===== src/logic/hdcc_pkg.sv =====
// Package for the haptic drive clamp configuration block.
// Assumes a byte-wide register port addressed by an eight-bit index.
package hdcc_pkg;
  localparam logic [7:0] HDCC_OFS_GAIN       = 8'h23;
  localparam logic [7:0] HDCC_OFS_STEADY     = 8'h24;
  localparam logic [7:0] HDCC_OFS_OD_LVL1    = 8'h25;
  localparam logic [7:0] HDCC_OFS_OD_LVL2    = 8'h26;
  localparam int         HDCC_LOOP_GAIN_LSB  = 2;
  localparam int         HDCC_BACKEMF_AMP_GAIN_LSB  = 0;
  localparam logic [1:0] HDCC_LOOP_GAIN_RST  = 2'h1;
  localparam logic [1:0] HDCC_BACKEMF_AMP_GAIN_RST  = 2'h2;
  localparam logic [7:0] HDCC_GAIN_UPPER_RST = 8'h30;
  localparam logic [7:0] HDCC_STEADY_RST     = 8'h64;
  localparam logic [7:0] HDCC_OD_LVL1_RST    = 8'h80;
  localparam logic [7:0] HDCC_OD_LVL2_RST    = 8'h00;
  // Back-EMF gain in hundredths: resonant 5,10,20,30; eccentric .34..4.
  localparam logic [11:0] HDCC_LRA_GAIN_X100 [4] =
    '{12'h1F4, 12'h3E8, 12'h7D0, 12'hBB8};
  localparam logic [11:0] HDCC_ERM_GAIN_X100 [4] =
    '{12'h022, 12'h069, 12'h0B6, 12'h190};
endpackage


===== src/logic/hdcc_clamp_if.sv =====
// Interface carrying clamp levels and battery state to the selector.
// Assumes one clock domain; the interface holds no logic.
`timescale 1ns/100ps
interface hdcc_clamp_if;
  logic [7:0] base_overdrive_clamp;
  logic [7:0] steady_voltage_clamp;
  logic [7:0] overdrive_clamp_low_batt_one;
  logic [7:0] overdrive_clamp_low_batt_two;
  logic       below_battery_threshold_one;
  logic       below_battery_threshold_two;
  logic       calib_or_diag;
  logic       overdrive_done;
  logic [7:0] active_overdrive_clamp;
  logic [7:0] drive_clamp;
  modport src (
    output base_overdrive_clamp, steady_voltage_clamp,
    output overdrive_clamp_low_batt_one, overdrive_clamp_low_batt_two,
    output below_battery_threshold_one, below_battery_threshold_two,
    output calib_or_diag, overdrive_done,
    input  active_overdrive_clamp, drive_clamp
  );
  modport sel (
    input  base_overdrive_clamp, steady_voltage_clamp,
    input  overdrive_clamp_low_batt_one, overdrive_clamp_low_batt_two,
    input  below_battery_threshold_one, below_battery_threshold_two,
    input  calib_or_diag, overdrive_done,
    output active_overdrive_clamp, drive_clamp
  );
endinterface


===== src/logic/hdcc_clamp_sel.sv =====
// Combinational clamp selector for the drive level.
// Assumes its inputs are registered in the caller.
`timescale 1ns/100ps
module hdcc_clamp_sel (
  // Clamp levels and selection state
  hdcc_clamp_if.sel cif
);
  import hdcc_pkg::*;

  function automatic logic [7:0] hdcc_min(input logic [7:0] a,
                                          input logic [7:0] b);
    hdcc_min = (a < b) ? a : b;
  endfunction

  always_comb begin
    // Level two overrides level one; both are ignored in calibration.
    if (cif.calib_or_diag) begin
      cif.active_overdrive_clamp = cif.base_overdrive_clamp;
    end else if (cif.below_battery_threshold_two) begin
      cif.active_overdrive_clamp = cif.overdrive_clamp_low_batt_two;
    end else if (cif.below_battery_threshold_one) begin
      cif.active_overdrive_clamp = cif.overdrive_clamp_low_batt_one;
    end else begin
      cif.active_overdrive_clamp = cif.base_overdrive_clamp;
    end

    if (cif.overdrive_done) begin

      cif.drive_clamp = hdcc_min(cif.steady_voltage_clamp,
                                 cif.active_overdrive_clamp);
    end else begin
      cif.drive_clamp = cif.active_overdrive_clamp;
    end
  end
endmodule


===== src/logic/hdcc_regs.sv =====
// Register bank and clamp selection for the haptic drive configuration.
// Assumes the serial control port delivers decoded byte reads and
// single-cycle write strobes synchronous to mclk.
`timescale 1ns/100ps

// Functional notes
// Loop gain field at bits 3:2 sets feedback settling speed.
// Back-EMF amplifier gain at bits 1:0, resets to 2, mode dependent.
// Gain codes map to 5/10/20/30x resonant, .34/1.05/1.82/4x eccentric.
// Calibration writes gain field; later host writes replace it.
// Steady clamp, reset 100, applies after the overdrive section.
// Lower active overdrive clamp replaces steady clamp.
// Triggered battery level clamp likewise applies if lower.
// Level one clamp, reset 128, replaces base below threshold one.
// Level two clamp, reset 0, replaces both below threshold two.
// Calibration and diagnostics use only the base overdrive clamp; after overdrive_done the steady clamp still caps it if lower.
// Clamp chosen every cycle from comparators and registers.
module hdcc_regs (
  // Clock and reset
  input  wire logic        mclk,
  input  wire logic        srst,
  // Register port
  input  wire logic [7:0]  reg_addr,
  input  wire logic [7:0]  reg_wdata,
  input  wire logic        reg_wr,
  input  wire logic        reg_rd,
  output logic      [7:0]  reg_rdata,
  // Calibration engine
  input  wire logic        calib_gain_wr,
  input  wire logic [1:0]  calib_gain,
  // Operating state
  input  wire logic        resonant_mode,
  input  wire logic        calib_active,
  input  wire logic        diag_active,
  input  wire logic        overdrive_done,
  input  wire logic [7:0]  base_overdrive_clamp,
  input  wire logic        below_battery_threshold_one,
  input  wire logic        below_battery_threshold_two,
  // Outputs to the drive path
  output logic      [1:0]  loop_gain,
  output logic      [1:0]  backemf_amp_gain,
  output logic      [11:0] backemf_gain_x100,
  output logic      [7:0]  drive_clamp
);
  import hdcc_pkg::*;

  logic [7:0] gain_upper_reg;
  logic [1:0] loop_gain_reg;
  logic [1:0] backemf_amp_gain_reg;
  logic [7:0] steady_reg;
  logic [7:0] od_lvl1_reg;
  logic [7:0] od_lvl2_reg;
  logic [7:0] base_od_reg;
  logic       bt1_reg;
  logic       bt2_reg;
  logic       cal_diag_reg;
  logic       od_done_reg;
  logic [7:0] rdata_next;

  hdcc_clamp_if cif ();

  function automatic logic [11:0] hdcc_gain_x100(input logic       lra,
                                                 input logic [1:0] code);
    hdcc_gain_x100 = lra ? HDCC_LRA_GAIN_X100[code]
                         : HDCC_ERM_GAIN_X100[code];
  endfunction

  // Gain register: upper bits are kept for the noise gate and brake fields.
  always_ff @(posedge mclk) begin
    if (srst) begin
      gain_upper_reg <= HDCC_GAIN_UPPER_RST;
      loop_gain_reg  <= HDCC_LOOP_GAIN_RST;
      backemf_amp_gain_reg  <= HDCC_BACKEMF_AMP_GAIN_RST;
    end else if (reg_wr && reg_addr == HDCC_OFS_GAIN) begin
      // A host write in the same cycle wins, being the later intent.
      gain_upper_reg <= {reg_wdata[7:4], 4'h0};
      loop_gain_reg  <= reg_wdata[HDCC_LOOP_GAIN_LSB +: 2];
      backemf_amp_gain_reg  <= reg_wdata[HDCC_BACKEMF_AMP_GAIN_LSB +: 2];
    end else if (calib_gain_wr) begin
      backemf_amp_gain_reg  <= calib_gain;
    end
  end

  always_ff @(posedge mclk) begin
    if (srst) begin
      steady_reg  <= HDCC_STEADY_RST;
      od_lvl1_reg <= HDCC_OD_LVL1_RST;
      od_lvl2_reg <= HDCC_OD_LVL2_RST;
    end else if (reg_wr) begin
      case (reg_addr)
        HDCC_OFS_STEADY:  steady_reg  <= reg_wdata;
        HDCC_OFS_OD_LVL1: od_lvl1_reg <= reg_wdata;
        HDCC_OFS_OD_LVL2: od_lvl2_reg <= reg_wdata;
        default: ;
      endcase
    end
  end

  // Operating inputs are sampled so the selector sees stable values.
  always_ff @(posedge mclk) begin
    if (srst) begin
      base_od_reg  <= 8'h00;
      bt1_reg      <= 1'b0;
      bt2_reg      <= 1'b0;
      cal_diag_reg <= 1'b0;
      od_done_reg  <= 1'b0;
    end else begin
      base_od_reg  <= base_overdrive_clamp;
      bt1_reg      <= below_battery_threshold_one;
      bt2_reg      <= below_battery_threshold_two;
      cal_diag_reg <= calib_active | diag_active;
      od_done_reg  <= overdrive_done;
    end
  end

  assign cif.base_overdrive_clamp         = base_od_reg;
  assign cif.steady_voltage_clamp         = steady_reg;
  assign cif.overdrive_clamp_low_batt_one = od_lvl1_reg;
  assign cif.overdrive_clamp_low_batt_two = od_lvl2_reg;
  assign cif.below_battery_threshold_one  = bt1_reg;
  assign cif.below_battery_threshold_two  = bt2_reg;
  assign cif.calib_or_diag                = cal_diag_reg;
  assign cif.overdrive_done               = od_done_reg;

  hdcc_clamp_sel u_sel (
    .cif (cif.sel)
  );

  always_comb begin
    case (reg_addr)
      HDCC_OFS_GAIN:    rdata_next = {gain_upper_reg[7:4], loop_gain_reg,
                                      backemf_amp_gain_reg};
      HDCC_OFS_STEADY:  rdata_next = steady_reg;
      HDCC_OFS_OD_LVL1: rdata_next = od_lvl1_reg;
      HDCC_OFS_OD_LVL2: rdata_next = od_lvl2_reg;
      default:          rdata_next = 8'h00;
    endcase
  end

  // Outputs are registered, so they lag the register state by one cycle.
  always_ff @(posedge mclk) begin
    if (srst) begin
      reg_rdata         <= 8'h00;
      loop_gain         <= HDCC_LOOP_GAIN_RST;
      backemf_amp_gain  <= HDCC_BACKEMF_AMP_GAIN_RST;
      backemf_gain_x100 <= 12'h000;
      drive_clamp       <= 8'h00;
    end else begin
      if (reg_rd) begin
        reg_rdata <= rdata_next;
      end
      loop_gain         <= loop_gain_reg;
      backemf_amp_gain  <= backemf_amp_gain_reg;
      backemf_gain_x100 <= hdcc_gain_x100(resonant_mode,
                                          backemf_amp_gain_reg);
      drive_clamp       <= cif.drive_clamp;
    end
  end
endmodule

===== config.mk =====
export PLATFORM = sky130hd
export DESIGN_NAME = hdcc_regs
export DESIGN_NICKNAME = d
export VERILOG_FILES = /design/src/logic/hdcc_pkg.sv /design/src/logic/hdcc_clamp_if.sv /design/src/logic/hdcc_clamp_sel.sv /design/src/logic/hdcc_regs.sv
export SDC_FILE = /design/constraint.sdc
export NUM_CORES = 1
export LEC_CHECK = 0
export ABC_AREA = 1
export ABC_CLOCK_PERIOD_IN_PS = 3040
export BUFFER_PORTS_ARGS = -buffer_cell sky130_fd_sc_hd__clkbuf_2
export CAP_MARGIN = 20
export CORE_ASPECT_RATIO = 1.5
export CORE_UTILIZATION = 57
export DETAILED_ROUTE_END_ITERATION = 6
export GPL_TIMING_DRIVEN = 0
export PLACE_DENSITY = 0.93
export SKIP_CTS_REPAIR_TIMING = 1
export SLEW_MARGIN = 20
export SYNTH_ARGS = -nofsm -noshare
export SYNTH_HDL_FRONTEND = slang
export SYNTH_HIERARCHICAL = 1
export SYNTH_SLANG_ARGS = --single-unit

===== constraint.sdc =====
create_clock -name mclk -period 3.04 [get_ports mclk]
set_input_delay 0.608 -clock mclk [delete_from_list [all_inputs] [get_ports mclk]]
set_output_delay 0.608 -clock mclk [all_outputs]
set_load 0.02 [all_outputs]

==> results by group <==
Cells and area
  – Most frequent cells in the layout: nand2_1, dfxtp_1, clkbuf_2
  – Antenna diodes: 0
  – Final Util: 70.2%
  – Most common cell after layout, fill and taps aside: nand2_1
  – Post-Layout Cell Count: 613
  – Number of fill cells: 479
  – # nets final: 580
  – Sequential Area: 0.00152 mm^2
  – Multi-input gate area: 0.00156 mm^2
  – Max FFs per register: 12
  – Biggest register: backemf_gain_x100
  – Final Cell Area: 0.00409 mm^2
  – Ratio of cells with drive above 1 in the final layout: 23.1%
  – P&R area growth vs syn: 18.4%

Yosys
  – Synth Net Count: 502
  – Flops & latches, synth: 76
  – Cells after synthesis: 458
  – Top-area cell type share of the netlist area: 44.0%
  – Synth cell types: 29
  – Mean Syn Cell Area: 7.55 um^2
  – Seq/Total Area, Yosys: 44.0%
  – Post-synth top area cell: dfxtp_1
  – Synth warnings: 6
  – Mapped Area: 0.00346 mm^2
  – Synth top area cells: dfxtp_1, nand2_1, nand3_1

Power
  – VDD IR-drop max: 0.356 mV
  – Power per Cell Area: 511 mW/mm^2
  – Final Power: 2.09 mW
  – Lkg Pwr: 2.02 nW

STA
  – Final setup TNS: 0 ns
  – Relative slew slack: 65.0%
  – Clock Skews: 0.0113 ns
  – Max-slew violations: 0
  – Final Hold Fails: 0
  – Crit share post-route: 79.9%
  – F_max: 0.412 GHz
  – Tmin final: 2.43 ns
  – # setup viols final: 0
  – Worst Tran Pin Value: 0.524 ns
  – Unrepaired setup endpoints after global routing: no

Job
  – Max-cap violations: 0

Route
  – # DRC: 0
  – Max layer used: met4
  – Avg WL per Cell: 13.3 um
  – Wl on met1: 3030 um
  – WL met2: 4300 um
  – Number of DRC markers in iteration 0: 164
  – Post-route ant nets: 0
  – First-pass DRT Iterations: 7
  – Wire length on met3: 427 um
  – DR vias: 3239
  – Via/cell ratio: 5.28
  – Total Wirelength: 8180 um

Clock network
  – Clock slew at reported path FFs: 0.08 ns
  – Htree depth: 3
  – Clk Latency, worst-skew pair: 0.36 ns
  – CTS tree: done
  – Clock root buffer: clkbuf_8
  – Total CTS buffers: 9
  – Worst-case clock buffer depth: 2
  – Clock sink count: 76

Placed design
  – # port buffers: 67
  – Placed cells: 597
  – Placed Area: 0.00388 mm^2
  – Routability cong.: 0.909
  – Hpwl dp: 6300 um

GRT
  – Vias in the first global route: 3105
  – Total gr overflow: 0
  – Global-route wire length before repair: 13700 um
  – Initial antenna violation count: 0
  – Pin count of the biggest net entering global routing: 15
  – Total track usage: 28.7%

Min path
  – Hold WC Path Type: primary input to flop

Worst setup path
  – CP Launch Type: flop
  – Cell family with most CP delay: simple AND/OR/NAND/NOR gates
  – CP max FO: 10
  – Slowest cell on crit path: nor2_2
  – Critical Path AT: 2.65 ns
  – Crit-path cells: buf_6, o21ai_2, inv_1, o21ai_0, ha_1, a21oi_1, o211ai_1, nor2_2, nand2_4, nand2_1, nand2_1, inv_1, nor2_1
  – Crit end category: flop
  – Critical path's largest stage delay: 0.36 ns
  – Critical setup path kind: flop to flop
  – WP buf/inv: 3
  – Worst endpoint required time: 3.26 ns

Floorplanning
  – Starting Density: 59.3%
  – Core area: 0.00583 mm^2
  – Die Ht: 97.4 um
  – Chip width: 65.6 um
  – IO Count: 69
  – Row Count: 34
  – Die area: 0.00638 mm^2

Run status
  – Status: finished clean
per-stage QoR:
| step | setup slack, ns | hold slack [ns] |
|---|---|---|
| after floorplan | 1.02 | 0.425 |
| after global placement | 0.678 | 0.452 |
| after detailed placement | 0.633 | 0.458 |
| after CTS | 0.609 | 0.429 |
| after global routing | 0.313 | 0.436 |
| final | 0.610 | 0.431 |
path summary, 6_finish.rpt:
check	start	endpoint	slack, ns	cells after the start
max	bt2_reg	drive_clamp[7]	0.61	13
min	overdrive_done	cif.overdrive_done	0.43	3
max reg2reg	bt2_reg	drive_clamp[7]	0.61	13
min reg2reg	reg_rdata[2]	reg_rdata[2]	0.47	2
per-layer routing:
layer | up-vias | GRT usage (%)
li1 | 1628 | -
met1 | 1442 | 29.5
met2 | 132 | 50.1
met3 | 37 | 5.75
met4 | 0 | 19.7
met5 | - | 0
cell type report:
| class | instances | share of cell area [%] |
|---|---|---|
| plain buffers | 16 | 2.84 |
| clock buffers | 10 | 3.36 |
| clock inverters | 6 | 1.74 |
| inverters | 69 | 6.39 |
| multi-input cells | 297 | 38.1 |
| flip-flops and latches | 76 | 37.2 |
| well taps | 72 | 2.20 |
| repair buffers | 67 | 8.20 |
synth_stat cells (all sizes together):
cell type  instances
a21oi             43
a31oi              1
buf                8
clkbuf             8
clkinv             2
dfxtp             76
ha                 7
inv               67
nand2            103
nand3             58
nand4              1
nor2              37
o211ai             1
o21a               1
o21ai             41
o22ai              3
or2                1
cell families (layout without fill, tap and decap cells):
group | after synthesis | after routing | share of synthesized area, %
simple gates | 200 | 200 | 28.5
fa+ha+maj | 7 | 7 | 2.53
compound gates | 90 | 90 | 14.0
flops | 76 | 76 | 44.0
buf+inv | 85 | 168 | 10.9
power breakdown:
group / internal [mW] / leakage, nW / total [mW] / switching, mW
clock network: 0.407 / 0.0991 / 0.797 / 0.391
logic: 0.0860 / 1.30 / 0.257 / 0.171
registers: 1.03 / 0.621 / 1.03 / 0.00947
worst register-to-register path: stages (launching register included):
cell	delay [ns]
dfxtp_1	0.31
buf_6	0.13
o21ai_2	0.15
inv_1	0.11
o21ai_0	0.27
ha_1	0.31
a21oi_1	0.16
o211ai_1	0.11
nor2_2	0.36
nand2_4	0.15
nand2_1	0.09
nand2_1	0.06
inv_1	0.06
nor2_1	0.04
Power figures use the tool's default switching activity.
